<file path="src/include/frw_pkg.sv">
// frw_pkg: constants and types for the flash read-while-write and wait-emulation controller.
// assumes one system clock and an APB slave port for the control and flag registers.
package frw_pkg;

  // apb register byte offsets
  localparam logic [11:0] FRW_CTRL_OFS   = 12'h000;
  localparam logic [11:0] FRW_FLAGS_OFS  = 12'h004;
  localparam logic [11:0] FRW_STATUS_OFS = 12'h008;

  // control register field positions
  localparam int FRW_RWW0_LSB = 0;
  localparam int FRW_RWW1_LSB = 4;

  // response mode field: mode[2]=stall, mode[1]=no abort, mode[0]=no notify
  localparam logic [2:0] FRW_RWW_RESET = 3'h7;
  localparam int FRW_MODE_STALL    = 2;
  localparam int FRW_MODE_NO_ABORT = 1;
  localparam int FRW_MODE_NO_NOTE  = 0;

  // system interrupt flag positions
  localparam int FRW_B0_TERM_BIT  = 7;
  localparam int FRW_B0_STALL_BIT = 6;
  localparam int FRW_B1_TERM_BIT  = 5;
  localparam int FRW_B1_STALL_BIT = 4;
  localparam logic [7:0] FRW_FLAGS_MASK  = 8'hF0;
  localparam logic [7:0] FRW_FLAGS_RESET = 8'h00;

  // status register field positions
  localparam int FRW_ST_DONE_LSB  = 0;
  localparam int FRW_ST_ABORT_LSB = 2;
  localparam int FRW_ST_STALL_BIT = 4;
  localparam int FRW_ST_EMU_BIT   = 5;

  // ahb address fields
  localparam int FRW_BANK_SEL_BIT = 23;
  localparam int FRW_EMU_HI       = 28;
  localparam int FRW_EMU_LO       = 24;
  localparam logic [1:0] FRW_HTRANS_NONSEQ = 2'h2;

  typedef enum logic [2:0] {
    FRW_IDLE,
    FRW_EMU,
    FRW_REQ,
    FRW_WAIT,
    FRW_STALL,
    FRW_ERR
  } frw_state_t;

endpackage

</file>
<file path="src/hw/frw_ctrl.sv">
// frw_ctrl: ahb read path of the flash controller with read-while-write handling and wait emulation.
// assumes ahb master and both flash banks on pclk; the addressed bank drives array_rdata and array_rvalid.
//
// The APB slave port and the register offsets were decided locally.
`timescale 1ns/1ps
module frw_ctrl
  import frw_pkg::*;
(
  input  wire logic        pclk,              // system clock
  input  wire logic        presetn,           // async reset, active low
  input  wire logic        hsel,              // flash selected
  input  wire logic [31:0] haddr,             // ahb address
  input  wire logic [1:0]  htrans,            // ahb transfer type
  input  wire logic        hwrite,            // ahb write
  input  wire logic        hready_in,         // ahb bus ready
  output logic             hready_out,        // ahb data phase ready
  output logic             hresp,             // ahb response, 1 = error
  output logic [31:0]      hrdata,            // ahb read data
  input  wire logic [1:0]  array_done,        // bank idle, low while busy
  input  wire logic [31:0] array_rdata,       // read data of addressed bank
  input  wire logic        array_rvalid,      // read data valid pulse
  output logic [31:0]      array_addr,        // address to the array
  output logic [1:0]       array_read_enable, // per-bank read request pulse
  output logic [1:0]       array_abort,       // per-bank operation abort
  output logic             buffer_invalidate, // page buffer invalidate pulse
  output logic             prefetch_inhibit,  // no prefetch, ignore buffer hits
  output logic             flash_irq,         // combined notification request
  input  wire logic        psel,              // apb select
  input  wire logic        penable,           // apb enable
  input  wire logic        pwrite,            // apb write
  input  wire logic [11:0] paddr,             // apb byte address
  input  wire logic [31:0] pwdata,            // apb write data
  output logic [31:0]      prdata,            // apb read data
  output logic             pready,            // apb ready
  output logic             pslverr            // apb error, unmapped address
);

  typedef struct packed {
    frw_state_t  st;
    logic        bank;
    logic [31:0] addr;
    logic [4:0]  emu_cnt;
    logic        hready;
    logic        hresp;
    logic [31:0] hrdata;
    logic [1:0]  rd_en;
    logic [1:0]  abort;
    logic        inval;
    logic        pf_inh;
    logic [2:0]  rww0;
    logic [2:0]  rww1;
    logic [7:0]  flags;
    logic        irq;
    logic [31:0] prdata;
    logic        pready;
    logic        pslverr;
  } frw_regs_t;

  frw_regs_t s_reg;
  frw_regs_t s_next;

  function automatic logic [4:0] emu_waits(input logic [31:0] a);
    emu_waits = {a[25:24], 3'h0} + {2'h0, a[28:26]};
  endfunction

  function automatic logic reg_mapped(input logic [11:0] a);
    reg_mapped = (a == FRW_CTRL_OFS) || (a == FRW_FLAGS_OFS) || (a == FRW_STATUS_OFS);
  endfunction

  // mode decode: top bit selects stall, the lower bits turn abort and notify off
  function automatic logic mode_stalls(input logic [2:0] m);
    mode_stalls = m[FRW_MODE_STALL];
  endfunction

  function automatic logic mode_aborts(input logic [2:0] m);
    mode_aborts = m[FRW_MODE_STALL] && !m[FRW_MODE_NO_ABORT];
  endfunction

  function automatic logic mode_notifies(input logic [2:0] m);
    mode_notifies = m[FRW_MODE_STALL] && !m[FRW_MODE_NO_NOTE];
  endfunction

  // flag of one bank: termination when the operation is cut, stall otherwise
  function automatic logic [7:0] flag_bit(input logic bank, input logic term);
    logic [7:0] f;
    f = 8'h00;
    if (term) begin
      f[bank ? FRW_B1_TERM_BIT : FRW_B0_TERM_BIT] = 1'b1;
    end else begin
      f[bank ? FRW_B1_STALL_BIT : FRW_B0_STALL_BIT] = 1'b1;
    end
    flag_bit = f;
  endfunction

  // bank 1 sits above the bank select address bit
  function automatic logic bank_of(input logic [31:0] a);
    bank_of = a[FRW_BANK_SEL_BIT];
  endfunction

  // register read mux; unmapped offsets read zero
  function automatic logic [31:0] read_word(input logic [11:0] a, input frw_regs_t r, input logic [1:0] done);
    logic [31:0] w;
    w = 32'h0000_0000;
    unique case (a)
      FRW_CTRL_OFS: begin
        w[FRW_RWW0_LSB +: 3] = r.rww0;
        w[FRW_RWW1_LSB +: 3] = r.rww1;
      end
      FRW_FLAGS_OFS: begin
        w[7:0] = r.flags;
      end
      FRW_STATUS_OFS: begin
        w[FRW_ST_DONE_LSB +: 2]  = done;
        w[FRW_ST_ABORT_LSB +: 2] = r.abort;
        w[FRW_ST_STALL_BIT]      = (r.st == FRW_STALL);
        w[FRW_ST_EMU_BIT]        = r.pf_inh;
      end
      default: begin
        w = 32'h0000_0000;
      end
    endcase
    read_word = w;
  endfunction

  // per-bank helpers
  logic [1:0] bank_idle;
  logic [1:0] abort_keep;

  for (genvar g = 0; g < 2; g++) begin : gen_bank
    assign bank_idle[g]  = array_done[g];
    // abort held while that bank is still busy
    assign abort_keep[g] = s_reg.abort[g] && !array_done[g];
  end

  logic       addr_phase;
  logic       nonseq;
  logic       emu_nz;
  logic       bank_busy;
  logic       enter_busy;
  logic [2:0] mode;
  logic [7:0] flag_set;
  logic [7:0] flag_clr;
  logic [4:0] waits;
  logic       accept;
  logic       apb_setup;
  logic       apb_wr_acc;

  // read flow: idle, optional emulated waits, request, wait for data.
  // a busy bank seen in request or wait turns into stall or error by mode.
  // the busy check follows the emulated waits, so a bank that goes busy
  // during them is still caught before the array sees the read.
  always_comb begin
    s_next     = s_reg;
    flag_set   = 8'h00;
    flag_clr   = 8'h00;
    enter_busy = 1'b0;
    waits      = emu_waits(haddr);
    addr_phase = hsel && hready_in && htrans[1];
    nonseq     = (htrans == FRW_HTRANS_NONSEQ);
    emu_nz     = |haddr[FRW_EMU_HI:FRW_EMU_LO];
    accept     = addr_phase && s_reg.hready;
    apb_setup  = psel && !penable;
    apb_wr_acc = psel && penable && s_reg.pready && pwrite && !s_reg.pslverr;
    bank_busy  = ~bank_idle[s_reg.bank];
    mode       = s_reg.bank ? s_reg.rww1 : s_reg.rww0;
    s_next.rd_en = 2'h0;
    s_next.inval = 1'b0;

    s_next.abort = abort_keep;

    unique case (s_reg.st)
      FRW_IDLE: begin
        // second error cycle ends here
        s_next.hresp = 1'b0;
        // next address taken only while hready is high
        if (accept) begin
          s_next.addr = haddr;
          s_next.bank = bank_of(haddr);
          s_next.pf_inh = emu_nz;
          s_next.inval = nonseq && emu_nz;
          if (!hwrite) begin
            s_next.hready = 1'b0;
            // only first beat of burst or single
            if (nonseq && (waits != 5'h00)) begin
              s_next.emu_cnt = waits;
              s_next.st      = FRW_EMU;
            end else begin
              s_next.st = FRW_REQ;
            end
          end
          // writes complete with no wait, write path lies elsewhere
        end
      end
      FRW_EMU: begin
        s_next.emu_cnt = s_reg.emu_cnt - 5'h01;
        if (s_reg.emu_cnt == 5'h01) begin
          s_next.st = FRW_REQ;
        end
      end
      FRW_REQ: begin
        if (bank_busy) begin
          enter_busy = 1'b1;
        end else begin
          // replay latched address with read enable
          s_next.rd_en[s_reg.bank] = 1'b1;
          s_next.st                = FRW_WAIT;
        end
      end
      FRW_WAIT: begin
        if (bank_busy) begin
          // done fell while read in progress
          enter_busy = 1'b1;
        end else if (array_rvalid) begin
          s_next.hrdata = array_rdata;
          s_next.hready = 1'b1;
          s_next.st     = FRW_IDLE;
        end
      end
      FRW_STALL: begin
        // hold ready low until the operation ends
        if (!bank_busy) begin
          s_next.st = FRW_REQ;
        end
      end
      FRW_ERR: begin
        // second error cycle with ready high
        s_next.hready = 1'b1;
        s_next.st     = FRW_IDLE;
      end
      default: begin
        // unused state codes fall back to idle with the bus released
        s_next.hready = 1'b1;
        s_next.hresp  = 1'b0;
        s_next.st     = FRW_IDLE;
      end
    endcase

    if (enter_busy) begin
      if (!mode_stalls(mode)) begin
        // error; when raised in request, the array never sees the read
        s_next.hresp = 1'b1;
        s_next.st    = FRW_ERR;
      end else begin
        // stall with address held in addr
        s_next.st = FRW_STALL;
        // abort on first sight of busy
        if (mode_aborts(mode)) begin
          s_next.abort[s_reg.bank] = 1'b1;
        end
        if (mode_notifies(mode)) begin
          flag_set = flag_bit(s_reg.bank, mode_aborts(mode));
        end
      end
    end

    // apb: setup cycle decodes, one access cycle with ready high
    s_next.pready  = 1'b0;
    s_next.pslverr = 1'b0;
    if (apb_setup) begin
      s_next.pready  = 1'b1;
      s_next.pslverr = !reg_mapped(paddr);
      s_next.prdata  = 32'h0000_0000;
      if (!pwrite) begin
        s_next.prdata = read_word(paddr, s_reg, array_done);
      end
    end

    // write lands only at the access edge, never at setup
    if (apb_wr_acc) begin
      if (paddr == FRW_CTRL_OFS) begin
        s_next.rww0 = pwdata[FRW_RWW0_LSB +: 3];
        s_next.rww1 = pwdata[FRW_RWW1_LSB +: 3];
      end
      if (paddr == FRW_FLAGS_OFS) begin
        flag_clr = pwdata[7:0] & FRW_FLAGS_MASK;
      end
    end

    // flags captured, set wins over write-one clear
    s_next.flags = ((s_reg.flags & ~flag_clr) | flag_set) & FRW_FLAGS_MASK;
    s_next.irq = |s_next.flags;
  end

  always_ff @(posedge pclk or negedge presetn) begin
    if (!presetn) begin
      s_reg         <= '0;
      s_reg.st      <= FRW_IDLE;
      s_reg.hready  <= 1'b1;
      s_reg.rww0    <= FRW_RWW_RESET;
      s_reg.rww1    <= FRW_RWW_RESET;
      s_reg.flags   <= FRW_FLAGS_RESET;
    end else begin
      s_reg <= s_next;
    end
  end

  // outputs straight from flops; fastest read is array latency plus two cycles
  assign hready_out        = s_reg.hready;
  assign hresp             = s_reg.hresp;
  assign hrdata            = s_reg.hrdata;
  assign array_addr        = s_reg.addr;
  assign array_read_enable = s_reg.rd_en;
  assign array_abort       = s_reg.abort;
  assign buffer_invalidate = s_reg.inval;
  assign prefetch_inhibit  = s_reg.pf_inh;
  assign flash_irq         = s_reg.irq;
  assign prdata            = s_reg.prdata;
  assign pready            = s_reg.pready;
  assign pslverr           = s_reg.pslverr;

endmodule

</file>
<file path="config.mk">
export PLATFORM = sky130hd
export DESIGN_NAME = frw_ctrl
export DESIGN_NICKNAME = d
export VERILOG_FILES = /design/src/include/frw_pkg.sv /design/src/hw/frw_ctrl.sv
export SDC_FILE = /design/constraint.sdc
export NUM_CORES = 1
export LEC_CHECK = 0
export ABC_AREA = 1
export BUFFER_PORTS_ARGS = -buffer_cell sky130_fd_sc_hd__buf_2
export CAP_MARGIN = 20
export CORE_MARGIN = 4
export CORE_UTILIZATION = 48
export CTS_CLUSTER_DIAMETER = 60
export DETAILED_ROUTE_END_ITERATION = 6
export PLACE_DENSITY = 0.81
export SYNTH_ARGS = -nofsm -noshare
export SYNTH_HDL_FRONTEND = slang
export SYNTH_SLANG_ARGS = --single-unit
</file>
<file path="constraint.sdc">
create_clock -name pclk -period 1.86 [get_ports pclk]
set_input_delay 0.279 -clock pclk [delete_from_list [all_inputs] [get_ports pclk]]
set_output_delay 0.279 -clock pclk [all_outputs]
set_load 0.02 [all_outputs]
</file>
; Word-level counts from Yosys, hierarchy flattened
; Cells that the tools add are included.
[classes]
n_addsub = 2
magnitude_cmp = 6
eq_ne = 21
n_mux = 53
bitwise_logic = 5
n_reduce_logical = 41
[ops]
columns = operator, count
row1 = 2-to-1 mux 8 bit, 7
row2 = 2-to-1 mux 42 bit, 1
row3 = 2-to-1 mux 3 bit, 8
row4 = 2-to-1 mux 2 bit, 11
row5 = "inequality test 3 bit, second input constant", 7
row6 = logical AND 1 bit, 17
row7 = 2-to-1 mux 1 bit, 15
row8 = one-hot mux 3 bit (5 select lines), 1
row9 = "equality test 12 x 3 -> 1 bit, second input constant", 1
row10 = "equality test 12 x 4 -> 1 bit, second input constant", 1
row11 = zero test 12 bit, 1
row12 = "inequality test 2 bit, second input constant", 5
row13 = one-hot mux 5 bit (2 select lines), 1
row14 = OR reduction 5 bit, 2
row15 = AND 8 bit, 1
row16 = "less-than comparator 3 x 4 -> 1 bit, second input constant", 2
row17 = NOT 8 bit, 1
row18 = bitwise OR 8 bit, 1
row19 = zero test 1 bit, 7
row20 = AND reduction 7 bit, 1
row21 = demux 1 bit (select 3 bit), 2
row22 = "equality test 3 x 2 -> 1 bit, second input constant", 2
row23 = "equality test 3 bit, second input constant", 2
row24 = "greater-or-equal comparator 3 x 1 -> 1 bit, second input constant", 2
row25 = 27 further kinds, 29
[totals]
register_bits = 102
inputBits = 121
output_inout_bits = 107
wordCells = 146

; Longest topological paths before layout
[depth]
depth_word = 11
ltp_mapped = 10
ltp_nobuf = 10

; Worst setup path after synthesis
; OpenSTA, ideal clock, no wires.
[synth_path]
kind = register to register
from = register s_reg (netlist bit hready_out)
to = register s_reg[127] in the netlist's numbering
setup_ns = 0.120
t_arrival_ns = 1.392
required_time_ns = 1.740
slack_ns = 0.347
stages_incl_launch_ff = 9
path_buffers = 0
synth_period_minus_slack_ns = 1.513
cell_sequence = dfstp_2 nand2_1 inv_1 nand2_1 or2_0 nand2_1 nand2_1 o21ai_0 nand2_1
[synth_via]
elab_chain_cells = 3
[synth_lines]
columns = item, line
row1 = start: declaration, frw_ctrl.sv:59  ; frw_regs_t s_reg;
row2 = start signal: assignment, frw_ctrl.sv:293  ; s_reg <= s_next;
row3 = logical AND 1 bit, frw_ctrl.sv:161  ; accept = addr_phase && s_reg.hready;
row4 = inequality test 3 bit (no source line), -
row5 = AND reduction 7 bit (no source line), -
; Every way passes these cells.
; A chain may end at the register's enable or synchronous reset.

; Final worst setup path
[layout_path]
from = register s_reg (netlist bit hready_out)
to = register s_reg[93] in the netlist's numbering
[layout_via]
elab_chain_cells = 3
[layout_lines]
columns = item, line
row1 = logical AND 1 bit, frw_ctrl.sv:161
row2 = inequality test 2 bit (no source line), -
row3 = AND reduction 4 bit (no source line), -
; Every way passes these cells.

==> qor.txt <==
status - completed
minimum clock period - 1.57 ns
Final Max Slew Viols - 0
Clock transition at path regs - 0.11 ns
# IOs - 228
Synth cell types - 34
worst setup path class - reg -> reg
Metal-1 WL - 4.54 mm
CTS tree - built
capture point of the worst reg-to-reg path - s_reg[93]$_DFFE_PN0P_
Post-synth top flop - dfrtp_1
Worst R2R Path Depth - 8
Layout Skew - 0.0164 ns
Gate power share - 33.8%
Flop pwr share - 44.4%
Final TNS setup - 0 ns
Critical Path Source - hready_out$_DFFE_PN1P_
Net Sw Frac - 38.2%
wire length of the first global-routing pass - 17.6 mm
Critical Path AT - 1.81 ns
die span in x - 113 um
DRT Pass-1 Iters - 4
slowest CP cell - dfstp_2
dpl hpwl - 8.76 mm
measured slew at the worst slew-check pin - 0.517 ns
maxcap violations - 0
gr usage total - 17.0%
area delta synth->final - 12.1%
fin area - 5920 um2
Worst setup endpoint - s_reg[93]$_DFFE_PN0P_
Post-Syn Area - 5290 um2
min setup slack post-route - 0.293 ns
P per Cell Area - 1140 nW/um2
Mean Syn Cell Area - 9.15 um2
#FFs+latches synth - 101
port bufs - 178
initial core utilization - 49.0%
crit start category - flip-flop
wirelength, routed - 11.2 mm
Synth area leaders - dfrtp_1, buf_4, nand2_1, mux2_4, dfstp_2
Die ar. - 12800 um2
final worst-path cycle share - 84.2%
layout cells sized above 1 - 36.8%
sequential area share after synthesis - 48.0%
clk_lat worst skew - 0.36 ns
highest metal used - met4
Post-synth EDFFs - 0
r2r setup slk - 0.29 ns
Sink Count - 101
Cell Rows - 38
Leak - 3.52 nW
Post-CTS Hold Fix Bufs - 1
diode count - 0
delay-heaviest family, CP - simple AND/OR/NAND/NOR gates
crit path buf inv count - 1
CTS H-tree lvls - 3
DRC Markers - 0
largest area contributor in the netlist - dfrtp_1
global route overflow - 0
gpl congestion - 0.819
Synth async-reset ratio - 100%
CTS max path bufs - 2
Clk pwr share - 21.8%
largest net degree at the start of global routing - 55
top-count cell post-synth - nand2_1
RSZ-0062 raised after global routing - false
top-area cell type share of the netlist area - 44.5%
routed wl met2 - 5.69 mm
Final Hold Fails - 0
delay of the slowest cell on the worst path - 0.54 ns
final net count - 811
wire per inst - 13.5 um
Post-CTS Setup Bufs - 0
Vert. Die Dim - 113 um
CP Cell Sequence - nand2_1 -> inv_1 -> nand2_1 -> or2_0 -> nand2_1 -> nand2_1 -> nand2_1 -> nand2_1
initial antenna violation count - 0
data required time of the worst path - 2.10 ns
Detail Route Antenna Nets - 0
vias in the first global route - 3552
met3 WL post-DR - 837 um
stages on the worst setup path - 8
max-slew headroom at the worst pin - 65.5%
NetSw - 2.58 mW
CP most frequent cell - nand2_1
Starting DRT DRC Count - 241
CTS buffer count - 9
cell area after placement - 5700 um2
FMAX - 638 MHz
worst hold path type - in -> reg
Placeable Area - 10800 um2
via count - 3792
crit path capture type - flip-flop
pre-CTS setup slack - 0.293 ns
Worst Path Max Fanout - 6
vias per cell - 4.55
Yosys warning count - 0
RR Startpoint - hready_out$_DFFE_PN1P_
Synth top cells by count - nand2_1, buf_4, dfrtp_1
post-CTS sizing - 0
Setup Viol. Count Final - 0
Mapped Cells - 578
root buf cell - clkbuf_8
VDD IR max - 0.000567 V
internal power - 4.18 mW
==> power by group through the flow <==
| stage | registers, mW | logic, mW | clock network (mW) |
|---|---|---|---|
| 6_report | 3.00 | 2.28 | 1.47 |
| 2_1_floorplan | 3.01 | 2.09 | 0 |
| 3_5_place_dp | 3.04 | 2.31 | 0 |
| 4_1_cts | 3.00 | 2.32 | 1.52 |
| 5_1_grt | 3.06 | 2.53 | 1.61 |
| 3_3_place_gp | 3.01 | 2.26 | 0 |
==> worst register-to-register path: cells and delay by family (launching register included) <==
| family | cells | cell delay, ns |
|---|---|---|
| simple gates | 7 | 0.87 |
| buf+inv | 1 | 0.04 |
| flops | 1 | 0.54 |
==> worst min path at each step <==
stage	start	endpoint	slack (ns)	cells past startpoint
after floorplan	presetn	array_abort[0]$_DFF_PN0_	-0.02	0
after global placement	presetn	array_addr[24]$_DFFE_PN0P_	0.26	1
after detailed placement	presetn	array_addr[24]$_DFFE_PN0P_	0.26	1
after CTS	array_done[0]	array_abort[0]$_DFF_PN0_	0.09	2
after global routing	haddr[6]	array_addr[6]$_DFFE_PN0P_	0.09	3
final	haddr[13]	array_addr[13]$_DFFE_PN0P_	0.11	3
==> metrics by stage <==
stage / total power [mW] / instances / util (%) / hold slack (ns)
after CTS: 6.84 / 833 / 54.9 / 0.0902
after floorplan: 5.09 / 601 / - / -0.0166
final: 6.76 / 833 / 54.9 / 0.108
after detailed placement: 5.35 / 816 / 52.8 / 0.260
after global routing: 7.20 / 833 / 54.9 / 0.0872
after global placement: 5.27 / 816 / 52.8 / 0.261
==> placed cells by master (no fill, tap or decap), drive strengths merged <==
cell type,instances
nor2,28
nand3,29
o22ai,2
mux2,32
clkinvlp,1
xnor2,1
nor3,10
o21ai,27
o31ai,1
or2,1
ha,2
nand2,183
bufinv,1
conb,24
o21a,1
nand4,1
clkbuf,10
dlygate4sd3,1
dfstp,7
dfrtp,94
inv,42
xor2,2
a21oi,4
buf,188
nand3b,1
==> routing by layer <==
metal / vias to the layer above / GRT usage, %
met5: - / 0
met3: 14 / 4.12
li1: 1913 / -
met4: 0 / 4.73
met1: 1741 / 21.2
met2: 124 / 29.4
==> kinds of logic after synthesis <==
family / after synthesis / share of synthesized area [%]
flip-flops: 101 / 48.0
other: 1 / 0.0709
buffers and inverters: 151 / 18.6
AND/OR/NAND/NOR: 253 / 19.9
multiplexers: 32 / 8.95
adder cells (fa/ha/maj): 2 / 0.473
XOR/XNOR: 3 / 0.497
AO/OA/AOI/OAI: 35 / 3.53
==> layout make-up <==
class / count / area [um2]
Timing Repair Buffer: 189 / 1000
Tap cell: 140 / 175
Clock buffer: 10 / 138
Fill cell: 986 / 4870
Inverter: 38 / 143
Sequential cell: 101 / 2540
Multi-Input combinational cell: 349 / 1850
Clock inverter: 6 / 75.1
No activity file was read; power rests on OpenSTA's default activity.
